`config.mk`:
```
export PLATFORM = sky130hd
export DESIGN_NAME = qsc_sequencer
export DESIGN_NICKNAME = d
export VERILOG_FILES = /design/src/include/qsc_pkg.sv /design/src/design/qsc_sequencer.sv
export VERILOG_INCLUDE_DIRS = /design/src /design/src/include
export SDC_FILE = /design/constraint.sdc
export NUM_CORES = 1
export LEC_CHECK = 0
export BUFFER_PORTS_ARGS = -buffer_cell sky130_fd_sc_hd__clkbuf_2
export CORE_UTILIZATION = 59
export CTS_CLUSTER_DIAMETER = 200
export DETAILED_ROUTE_END_ITERATION = 16
export PLACE_DENSITY = 0.8
export SLEW_MARGIN = 20
export SYNTH_ARGS = -nofsm -noshare
export SYNTH_HDL_FRONTEND = slang
export SYNTH_SLANG_ARGS = --single-unit
```
`constraint.sdc`:
```
create_clock -name I_CLOCK -period 2.5 [get_ports I_CLOCK]
set_clock_uncertainty 0.05 [all_clocks]
set_input_delay 0.5 -clock I_CLOCK [delete_from_list [all_inputs] [get_ports I_CLOCK]]
set_output_delay 0.5 -clock I_CLOCK [all_outputs]
set_load 0.02 [all_outputs]
```
`src/include/qsc_params.svh`:
```
`ifndef QSC_PARAMS_SVH
`define QSC_PARAMS_SVH

// register byte offsets
`define QSC_OFF_CTRL      12'h000
`define QSC_OFF_SPAN      12'h004
`define QSC_OFF_STATUS    12'h008
`define QSC_OFF_RESULT0   12'h010

// control fields
`define QSC_CTRL_PDOWN_BIT  0
`define QSC_CTRL_LANE_LSB   2
`define QSC_CTRL_LANE_MSB   3
`define QSC_CTRL_RESET      32'h0000_0000
`define QSC_SPAN_RESET      12'hFFF

// status fields
`define QSC_STAT_BUSY_BIT   0
`define QSC_STAT_LVDS_BIT   1
`define QSC_STAT_READY_BIT  2

// result word fields
`define QSC_RES_SPAN_LSB    16
`define QSC_RES_SPAN_MSB    18

// span code and conversion code constants
`define QSC_SPAN_OFF        3'h0
`define QSC_SIGN_FLIP       16'h8000
`define QSC_FIRST_TRIAL     16'h8000

// timing
`define QSC_CLK_NS          4
`define QSC_SETTLE_NS       12
`define QSC_SYNC_STAGES     2
`define QSC_SETTLE_CYC \
   ((`QSC_SETTLE_NS + `QSC_CLK_NS - 1) / `QSC_CLK_NS + `QSC_SYNC_STAGES)

`endif

```
`src/include/qsc_pkg.sv`:
```
/*
 Types shared by the quad converter sequencer.
 Assumes qsc_params.svh holds the numeric constants.
*/
package qsc_pkg;

   typedef logic [2:0] qsc_span_t;

   typedef enum logic [2:0] {
      QSC_ST_ACQ    = 3'b000,
      QSC_ST_PICK   = 3'b001,
      QSC_ST_WAIT   = 3'b010,
      QSC_ST_DECIDE = 3'b011,
      QSC_ST_SEND   = 3'b100
   } qsc_state_t;

   typedef struct packed {
      logic [1:0] chan;
      qsc_span_t  span;
      logic [15:0] code;
   } qsc_word_t;

endpackage

```
`src/design/qsc_sequencer.sv`:
```
/*
 Conversion sequencer of a four-channel simultaneous-sampling 16-bit
 successive-approximation converter, with an APB register slave and a
 two-entry output buffer toward the serial shifter.
 Assumes an external comparator and shared converter array, and a serial
 shifter downstream that drains the output stream with valid/ready.
*/
`timescale 1ns/1ps
`include "qsc_params.svh"

module qsc_sequencer #(
   parameter int NUM_CH  = 4,
   parameter int CODE_W  = 16,
   parameter int BUF_DEP = 2
) (
   // clock and reset
   input  wire logic              I_CLOCK,
   input  wire logic              I_RESETN,
   // apb slave
   input  wire logic              I_PSEL,
   input  wire logic              I_PENABLE,
   input  wire logic              I_PWRITE,
   input  wire logic [11:0]       I_PADDR,
   input  wire logic [31:0]       I_PWDATA,
   output logic      [31:0]       O_PRDATA,
   output logic                   O_PREADY,
   output logic                   O_PSLVERR,
   // pins
   input  wire logic              I_CONV_START,
   input  wire logic              I_LVDS_SEL,
   input  wire logic              I_CMP_HIGH,
   // converter array control
   output logic      [NUM_CH-1:0] O_HOLD,
   output logic      [1:0]        O_CH_SEL,
   output logic                   O_CH_ATTACH,
   output logic      [CODE_W-1:0] O_DAC_CODE,
   output logic                   O_POWER_DOWN,
   // output stream
   output logic                   O_OUT_VALID,
   input  wire logic              I_OUT_READY,
   output qsc_pkg::qsc_word_t     O_OUT_WORD,
   output logic                   O_LVDS_MODE,
   output logic      [2:0]        O_LANE_COUNT
);

   localparam int SETTLE_CYC = `QSC_SETTLE_CYC;

   qsc_pkg::qsc_state_t state_r;
   logic [2:0]        start_sync_r;
   logic [1:0]        lvds_sync_r;
   logic [1:0]        cmp_sync_r;
   logic              pdown_r;
   logic [1:0]        lane_m1_r;
   logic [11:0]       span_word_r;
   logic              ready_r;
   logic [11:0]       span_lat_r;
   logic [2:0]        ch_r;
   logic [3:0]        bit_r;
   logic [CODE_W-1:0] code_r;
   logic [7:0]        wait_r;
   logic              hold_r;
   logic [CODE_W-1:0] work_r [NUM_CH];
   logic [CODE_W-1:0] res_r  [NUM_CH];
   logic [2:0]        res_span_r [NUM_CH];
   logic              commit;
   logic [1:0]        send_r;
   logic [31:0]       prdata_r;
   logic              start_edge;
   logic              cmp_s;
   qsc_pkg::qsc_span_t cur_span;
   logic              wr_acc;
   logic              addr_ok;
   // output buffer
   qsc_pkg::qsc_word_t buf_mem [BUF_DEP];
   logic              buf_wp_r;
   logic              buf_rp_r;
   logic [1:0]        buf_cnt_r;
   logic              buf_push;
   logic              buf_pop;
   logic              buf_in_ready;
   qsc_pkg::qsc_word_t buf_in;

   // pin synchronisers, edge taken from the second and third stages
   always_ff @(posedge I_CLOCK or negedge I_RESETN) begin
      if (!I_RESETN) begin
         start_sync_r <= 3'h0;
         lvds_sync_r  <= 2'h0;
         cmp_sync_r   <= 2'h0;
      end else begin
         start_sync_r <= {start_sync_r[1:0], I_CONV_START};
         lvds_sync_r  <= {lvds_sync_r[0], I_LVDS_SEL};
         cmp_sync_r   <= {cmp_sync_r[0], I_CMP_HIGH};
      end
   end

   assign start_edge = start_sync_r[1] & ~start_sync_r[2];
   assign cmp_s      = cmp_sync_r[1];
   assign cur_span   = span_lat_r[ch_r[1:0]*3 +: 3];
   assign commit     = (state_r == qsc_pkg::QSC_ST_PICK) &&
                       (ch_r == 3'(NUM_CH));

   // apb decode
   assign wr_acc  = I_PSEL & I_PENABLE & I_PWRITE;
   assign addr_ok = (I_PADDR == `QSC_OFF_CTRL) ||
                    (I_PADDR == `QSC_OFF_SPAN) ||
                    (I_PADDR == `QSC_OFF_STATUS) ||
                    ((I_PADDR[11:4] == 8'(`QSC_OFF_RESULT0 >> 4)) &&
                     (I_PADDR[1:0] == 2'h0));
   assign O_PREADY  = 1'b1;
   assign O_PSLVERR = I_PSEL & I_PENABLE & ~addr_ok;
   assign O_PRDATA  = prdata_r;

   // control register
   always_ff @(posedge I_CLOCK or negedge I_RESETN) begin
      if (!I_RESETN) begin
         pdown_r   <= 1'b0;
         lane_m1_r <= 2'h0;
      end else if (wr_acc && I_PADDR == `QSC_OFF_CTRL) begin
         pdown_r   <= I_PWDATA[`QSC_CTRL_PDOWN_BIT];
         lane_m1_r <= I_PWDATA[`QSC_CTRL_LANE_MSB:`QSC_CTRL_LANE_LSB];
      end
   end

   always_ff @(posedge I_CLOCK or negedge I_RESETN) begin
      if (!I_RESETN) begin
         span_word_r <= `QSC_SPAN_RESET;
      end else if (wr_acc && I_PADDR == `QSC_OFF_SPAN) begin
         span_word_r <= I_PWDATA[11:0];
      end
   end

   // sticky result-ready flag, completion beats a clear
   always_ff @(posedge I_CLOCK or negedge I_RESETN) begin
      if (!I_RESETN) begin
         ready_r <= 1'b0;
      end else if (commit) begin
         ready_r <= 1'b1;
      end else if (wr_acc && I_PADDR == `QSC_OFF_STATUS &&
                   I_PWDATA[`QSC_STAT_READY_BIT]) begin
         ready_r <= 1'b0;
      end
   end

   // read data captured in the setup cycle, valid in the access cycle
   always_ff @(posedge I_CLOCK or negedge I_RESETN) begin
      if (!I_RESETN) begin
         prdata_r <= 32'h0000_0000;
      end else if (I_PSEL && !I_PENABLE) begin
         prdata_r <= 32'h0000_0000;
         if (I_PADDR == `QSC_OFF_CTRL) begin
            prdata_r[`QSC_CTRL_PDOWN_BIT] <= pdown_r;
            prdata_r[`QSC_CTRL_LANE_MSB:`QSC_CTRL_LANE_LSB] <= lane_m1_r;
         end else if (I_PADDR == `QSC_OFF_SPAN) begin
            prdata_r[11:0] <= span_word_r;
         end else if (I_PADDR == `QSC_OFF_STATUS) begin
            prdata_r[`QSC_STAT_BUSY_BIT]  <=
               (state_r != qsc_pkg::QSC_ST_ACQ);
            prdata_r[`QSC_STAT_LVDS_BIT]  <= lvds_sync_r[1];
            prdata_r[`QSC_STAT_READY_BIT] <= ready_r;
         end else if (addr_ok) begin
            prdata_r[CODE_W-1:0] <= res_r[I_PADDR[3:2]];
            prdata_r[`QSC_RES_SPAN_MSB:`QSC_RES_SPAN_LSB] <=
               res_span_r[I_PADDR[3:2]];
         end
      end
   end

   // sequencer
   always_ff @(posedge I_CLOCK or negedge I_RESETN) begin
      if (!I_RESETN) begin
         state_r    <= qsc_pkg::QSC_ST_ACQ;
         span_lat_r <= 12'h000;
         ch_r       <= 3'h0;
         bit_r      <= 4'h0;
         code_r     <= 16'h0000;
         wait_r     <= 8'h00;
         hold_r     <= 1'b0;
         send_r     <= 2'h0;
      end else begin
         unique case (state_r)
            qsc_pkg::QSC_ST_ACQ: begin
               if (start_edge && !pdown_r) begin
                  hold_r     <= 1'b1;
                  span_lat_r <= span_word_r;
                  ch_r       <= 3'h0;
                  state_r    <= qsc_pkg::QSC_ST_PICK;
               end
            end
            // next channel onto the shared array
            qsc_pkg::QSC_ST_PICK: begin
               if (ch_r == 3'(NUM_CH)) begin
                  hold_r  <= 1'b0;
                  send_r  <= 2'h0;
                  state_r <= qsc_pkg::QSC_ST_SEND;
               end else if (cur_span == `QSC_SPAN_OFF) begin
                  ch_r <= ch_r + 3'h1;
               end else begin
                  code_r  <= `QSC_FIRST_TRIAL;
                  bit_r   <= 4'hF;
                  wait_r  <= 8'(SETTLE_CYC);
                  state_r <= qsc_pkg::QSC_ST_WAIT;
               end
            end
            // settle plus comparator synchroniser latency
            qsc_pkg::QSC_ST_WAIT: begin
               wait_r <= wait_r - 8'h01;
               if (wait_r == 8'h01) begin
                  state_r <= qsc_pkg::QSC_ST_DECIDE;
               end
            end
            // keep or drop the trial bit, try the next weight
            qsc_pkg::QSC_ST_DECIDE: begin
               if (bit_r == 4'h0) begin
                  code_r[0] <= cmp_s;
                  ch_r      <= ch_r + 3'h1;
                  state_r   <= qsc_pkg::QSC_ST_PICK;
               end else begin
                  code_r[bit_r]        <= cmp_s;
                  code_r[bit_r - 4'h1] <= 1'b1;
                  bit_r   <= bit_r - 4'h1;
                  wait_r  <= 8'(SETTLE_CYC);
                  state_r <= qsc_pkg::QSC_ST_WAIT;
               end
            end
            // channel 0 first, stalls on a full buffer
            qsc_pkg::QSC_ST_SEND: begin
               if (buf_in_ready) begin
                  send_r <= send_r + 2'h1;
                  if (send_r == 2'(NUM_CH - 1)) begin
                     state_r <= qsc_pkg::QSC_ST_ACQ;
                  end
               end
            end
         endcase
      end
   end

   // per-channel working and published results
   genvar g;
   generate
      for (g = 0; g < NUM_CH; g++) begin : g_ch
         logic [2:0] sp;
         assign sp = span_lat_r[g*3 +: 3];
         always_ff @(posedge I_CLOCK or negedge I_RESETN) begin
            if (!I_RESETN) begin
               work_r[g] <= 16'h0000;
            end else if (state_r == qsc_pkg::QSC_ST_PICK &&
                         ch_r == 3'(g) && sp == `QSC_SPAN_OFF) begin
               work_r[g] <= 16'h0000;
            end else if (state_r == qsc_pkg::QSC_ST_DECIDE &&
                         ch_r == 3'(g) && bit_r == 4'h0) begin
               // bipolar spans have bit 1 set
               if (sp[1]) begin
                  work_r[g] <= {code_r[15:1], cmp_s} ^ `QSC_SIGN_FLIP;
               end else begin
                  work_r[g] <= {code_r[15:1], cmp_s};
               end
            end
         end
         // publish only once the whole set is done
         always_ff @(posedge I_CLOCK or negedge I_RESETN) begin
            if (!I_RESETN) begin
               res_r[g]      <= 16'h0000;
               res_span_r[g] <= 3'h0;
            end else if (commit) begin
               res_r[g]      <= work_r[g];
               res_span_r[g] <= sp;
            end
         end
      end
   endgenerate

   // two-entry output buffer
   assign buf_in_ready = (buf_cnt_r != 2'(BUF_DEP));
   assign buf_push     = (state_r == qsc_pkg::QSC_ST_SEND) & buf_in_ready;
   assign buf_pop      = (buf_cnt_r != 2'h0) & I_OUT_READY;
   assign buf_in.chan  = send_r;
   assign buf_in.span  = res_span_r[send_r];
   assign buf_in.code  = res_r[send_r];

   always_ff @(posedge I_CLOCK or negedge I_RESETN) begin
      if (!I_RESETN) begin
         buf_wp_r  <= 1'b0;
         buf_rp_r  <= 1'b0;
         buf_cnt_r <= 2'h0;
      end else begin
         if (buf_push) begin
            buf_wp_r <= ~buf_wp_r;
         end
         if (buf_pop) begin
            buf_rp_r <= ~buf_rp_r;
         end
         buf_cnt_r <= buf_cnt_r + 2'(buf_push) - 2'(buf_pop);
      end
   end

   generate
      for (g = 0; g < BUF_DEP; g++) begin : g_buf
         always_ff @(posedge I_CLOCK or negedge I_RESETN) begin
            if (!I_RESETN) begin
               buf_mem[g] <= '0;
            end else if (buf_push && buf_wp_r == 1'(g)) begin
               buf_mem[g] <= buf_in;
            end
         end
      end
   endgenerate

   // outputs
   assign O_OUT_VALID  = (buf_cnt_r != 2'h0);
   assign O_OUT_WORD   = buf_mem[buf_rp_r];
   assign O_HOLD       = {NUM_CH{hold_r}};
   assign O_CH_SEL     = ch_r[1:0];
   assign O_CH_ATTACH  = (state_r == qsc_pkg::QSC_ST_WAIT) ||
                         (state_r == qsc_pkg::QSC_ST_DECIDE);
   assign O_DAC_CODE   = code_r;
   assign O_POWER_DOWN = pdown_r;
   assign O_LVDS_MODE  = lvds_sync_r[1];
   // lanes only matter in CMOS mode, LVDS uses one
   assign O_LANE_COUNT = lvds_sync_r[1] ? 3'h1 : {1'b0, lane_m1_r} + 3'h1;

endmodule

```
==> qor.csv <==
metric;value;unit
status;finished clean;
TritonCTS clock tree;built;
Final ANT Viol Nets;0;
clock latency on the worst-skew pair;0.54;ns
flip-flop and latch count after synthesis;277;
data arrival time at the worst-slack endpoint;2.75;ns
HP Class;primary input to flip-flop;
termination of the worst setup path;wait_r[4]$_DFFE_PN0P_;
effective utilization at floorplan;59.9;%
setup repair after global routing missed its margin;no;
multiplexer share of the synthesized area;15.0;%
relative contribution of the clock network to total power;36.0;%
top-level I/O count;137;
XOR/XNOR Fraction of Synth Area;0.739;%
flip-flop cell with the highest count after synthesis;sky130_fd_sc_hd__dfrtp_1;
commonest non-fill, non-tap cells in the layout;360 x sky130_fd_sc_hd__nand2_1, 265 x sky130_fd_sc_hd__dfrtp_1, 101 x sky130_fd_sc_hd__clkbuf_2, 94 x sky130_fd_sc_hd__mux2_2, 55 x sky130_fd_sc_hd__a21oi_1;
diode count;0;
P&R area growth vs syn;15.5;%
vias in the first global route;10000;
Worst Max-Slew Pin Slew;0.899;ns
# nets final;1423;
Synth Area per Inst;10.5;um2
wirelength, routed;33300;um
vertical die dimension;151;um
Max Buffers Root-to-Sink;3;
count of pins over their slew limit;0;
largest fanout on the critical path;10;
endpoint kind of the worst setup timing path;flip-flop;
Final Hold Violating Endpoints;0;
r2r endpoint;wait_r[4]$_DFFE_PN0P_;
sw frac;31.4;%
P_leak;7.44;nW
post-cts repair resize count;0;
via-per-instance ratio;6.06;
Sinks on Clock Net;277;
utilization after layout;69.2;%
post-CTS setup buffer count;0;
Critical path origin;span_lat_r[0]$_DFFE_PN0P_;
DP HPWL;22400;um
share of flip-flops with an asynchronous set or reset after synthesis;100;%
leading cell type in the layout, fill and taps excluded;sky130_fd_sc_hd__nand2_1;
fraction of the mapped netlist area in adder cells;1.44;%
Max transition margin;40.1;%
slowest stage cell, crit path;sky130_fd_sc_hd__mux4_2;
drt wl/cell;20.1;um
summed negative setup slack over all endpoints;0;ns
Register-to-Register Path Depth;6;
startpoint class of the critical path;flip-flop;
required time of the worst setup path;2.86;ns
CTS Buf Count;29;
initial antenna violation count;0;
standard-cell row count;54;
Core Area;21800;um2
FMAX;417;MHz
Setup Slack @ Placement;-0.0165;ns
number of enable-type register cells in the synthesized netlist;0;
die area;22700;um2
Layout Cell Area excl Fill;15000;um2
Switch Pwr;3.72;mW
ordered cell list for the critical path;or3_1 -> mux4_2 -> a311oi_4 -> inv_4 -> a31oi_1 -> nor3b_2;
total number of yosys warnings;0;
dominant combinational cell family by area after synthesis;simple AND/OR/NAND/NOR gates;
post-layout min period;2.40;ns
count of cell types in the netlist;63;
Gate Count Post-Synth;1241;
number of detailed-routing iterations run before antenna repair;5;
Synth Area in Simple Gates;16.7;%
area post-placement;14100;um2
fraction of final layout cells with drive strength greater than 1;26.5;%
sequential share of power;41.0;%
max_cap viols;0;
worst reg2reg startpoint;span_lat_r[0]$_DFFE_PN0P_;
root buffer selected by CTS;sky130_fd_sc_hd__clkbuf_16;
largest net degree at the start of global routing;79;
Compound-Gate Fraction of Synth Area;8.90;%
portion of total power attributed to combinational logic;23.0;%
global-route total usage across every layer;30.8;%
Int Pwr;8.12;mW
number of inserted filler cells in the final layout;1567;
width of the die;151;um
Pwr Density;787;nW/um2
Final Cycle Share;95.8;%
number of vias in the routed layout;10000;
first-pass GRT wire length;53300;um
summed instance area of the synthesized netlist;13000;um2
DRC Markers;0;
worst supply voltage drop on vdd;0.607;mV
initial detailed-routing violation count;791;
Port Buffers;102;
Clock Pin Slew Worst Setup and Hold Paths;0.06;ns
final number of setup-violating endpoints;0;
kind of critical path;flip-flop to flip-flop;
overall overflow remaining after global route;0;
level count of the clock H-tree;1;
sequential share of the synthesized area;53.3;%
final setup slack of the worst path;0.104;ns
CP max stage delay;0.57;ns
Reg2Reg Setup Slack;0.10;ns
GP Congestion;0.884;
worst min path at each step:
stage | from | endpoint | slack, ns | cells after the start
floorplan | I_RESETN | O_DAC_CODE[0]$_DFFE_PN0P_ | 0.15 | 0
global placement | cmp_sync_r[0]$_DFF_PN0_ | cmp_sync_r[1]$_DFF_PN0_ | 0.28 | 0
detailed placement | lvds_sync_r[0]$_DFF_PN0_ | lvds_sync_r[1]$_DFF_PN0_ | 0.29 | 0
CTS | I_CONV_START | start_sync_r[0]$_DFF_PN0_ | 0.01 | 1
global route | I_CMP_HIGH | cmp_sync_r[0]$_DFF_PN0_ | 0.01 | 1
finish | I_CONV_START | start_sync_r[0]$_DFF_PN0_ | 0.02 | 1
what timing repair did:
item                                    CTS  global route
endpoints found under the setup margin    0             5
hold buffers                              1             0
hold endpoints to repair                 56             0
synth_stat cells, types with 4 or more instances:
cell type | instances | area [um2]
sky130_fd_sc_hd__nor2_1 | 38 | 143
sky130_fd_sc_hd__and2_1 | 6 | 37.5
sky130_fd_sc_hd__nand3b_1 | 5 | 37.5
sky130_fd_sc_hd__ha_1 | 15 | 188
sky130_fd_sc_hd__a31oi_1 | 10 | 62.6
sky130_fd_sc_hd__xnor2_1 | 9 | 78.8
sky130_fd_sc_hd__a22oi_1 | 5 | 37.5
sky130_fd_sc_hd__inv_1 | 18 | 67.6
sky130_fd_sc_hd__buf_4 | 21 | 158
sky130_fd_sc_hd__a221o_1 | 8 | 80.1
sky130_fd_sc_hd__mux2_2 | 94 | 1060
sky130_fd_sc_hd__nand2b_1 | 6 | 37.5
sky130_fd_sc_hd__nand4_1 | 4 | 25.0
sky130_fd_sc_hd__clkbuf_1 | 54 | 203
sky130_fd_sc_hd__a21oi_1 | 55 | 275
sky130_fd_sc_hd__nand3_1 | 32 | 160
sky130_fd_sc_hd__nor3_1 | 14 | 70.1
sky130_fd_sc_hd__o21ai_0 | 51 | 255
sky130_fd_sc_hd__a32oi_1 | 4 | 35.0
sky130_fd_sc_hd__dfstp_2 | 12 | 315
sky130_fd_sc_hd__buf_1 | 11 | 41.3
sky130_fd_sc_hd__dfrtp_1 | 265 | 6630
sky130_fd_sc_hd__a22o_1 | 18 | 158
sky130_fd_sc_hd__or3_1 | 7 | 43.8
sky130_fd_sc_hd__buf_2 | 4 | 20.0
sky130_fd_sc_hd__nand2_1 | 361 | 1360
sky130_fd_sc_hd__mux4_2 | 37 | 833
sky130_fd_sc_hd__nor2b_1 | 22 | 138
power by group through the flow:
| stage | Combinational [mW] | Clock [mW] | Sequential [mW] |
|---|---|---|---|
| floorplan | 1.88 | 0 | 4.87 |
| global placement | 2.62 | 0 | 4.92 |
| detailed placement | 2.68 | 0 | 4.94 |
| CTS | 2.70 | 4.29 | 4.85 |
| global route | 2.96 | 4.48 | 4.88 |
| finish | 2.72 | 4.26 | 4.86 |
metrics by stage:
stage	power [mW]	hold slack, ns	instances
4_1_cts	11.8	0.00999	1656
3_3_place_gp	7.54	0.285	1603
5_1_grt	12.3	0.0119	1656
2_1_floorplan	6.75	0.154	1253
3_5_place_dp	7.62	0.286	1603
6_report	11.8	0.0208	1656
registers in the layout (all words and copies together), names as in the netlist, 4 cells and up:
name	flops
O_DAC_CODE	16
O_PRDATA	19
bit_r	4
buf_mem	42
res_r	64
res_span_r	12
span_lat_r	12
span_word_r	12
wait_r	8
work_r	64
layout make-up:
| class | instances | area (um2) | share of cell area, % |
|---|---|---|---|
| clock buffers | 44 | 852 | 5.66 |
| clock inverters | 8 | 92.6 | 0.615 |
| inverters | 19 | 73.8 | 0.491 |
| multi-input cells | 866 | 5650 | 37.5 |
| flip-flops and latches | 277 | 6950 | 46.2 |
| well taps | 280 | 350 | 2.33 |
| repair buffers | 162 | 1090 | 7.22 |
per-layer routing:
| metal | track usage, % | wire [um] | vias up |
|---|---|---|---|
| met5 | 0 | 0 | - |
| met4 | 13.4 | 1400 | 0 |
| met1 | 40.1 | 13100 | 5025 |
| met2 | 50.2 | 16000 | 434 |
| li1 | - | - | 4488 |
| met3 | 6.42 | 2770 | 89 |
worst max-delay path, delay by kind of cell, from the launching register on:
| family | cells | cell delay, ns |
|---|---|---|
| flip-flops | 1 | 0.41 |
| buffers and inverters | 1 | 0.11 |
| multiplexers | 1 | 0.57 |
| AND/OR/NAND/NOR | 2 | 0.48 |
| AO/OA/AOI/OAI | 2 | 0.64 |
kinds of logic after synthesis:
| family | count (synthesis) |
|---|---|
| and+or+nand+nor | 511 |
| DFF | 277 |
| AOI/OAI and AO/OA | 180 |
| muxes | 135 |
| buffers and inverters | 110 |
| adders and majority gates | 15 |
| xor gates and xnor gates | 11 |
| other | 2 |
Power figures use the tool's default switching activity.
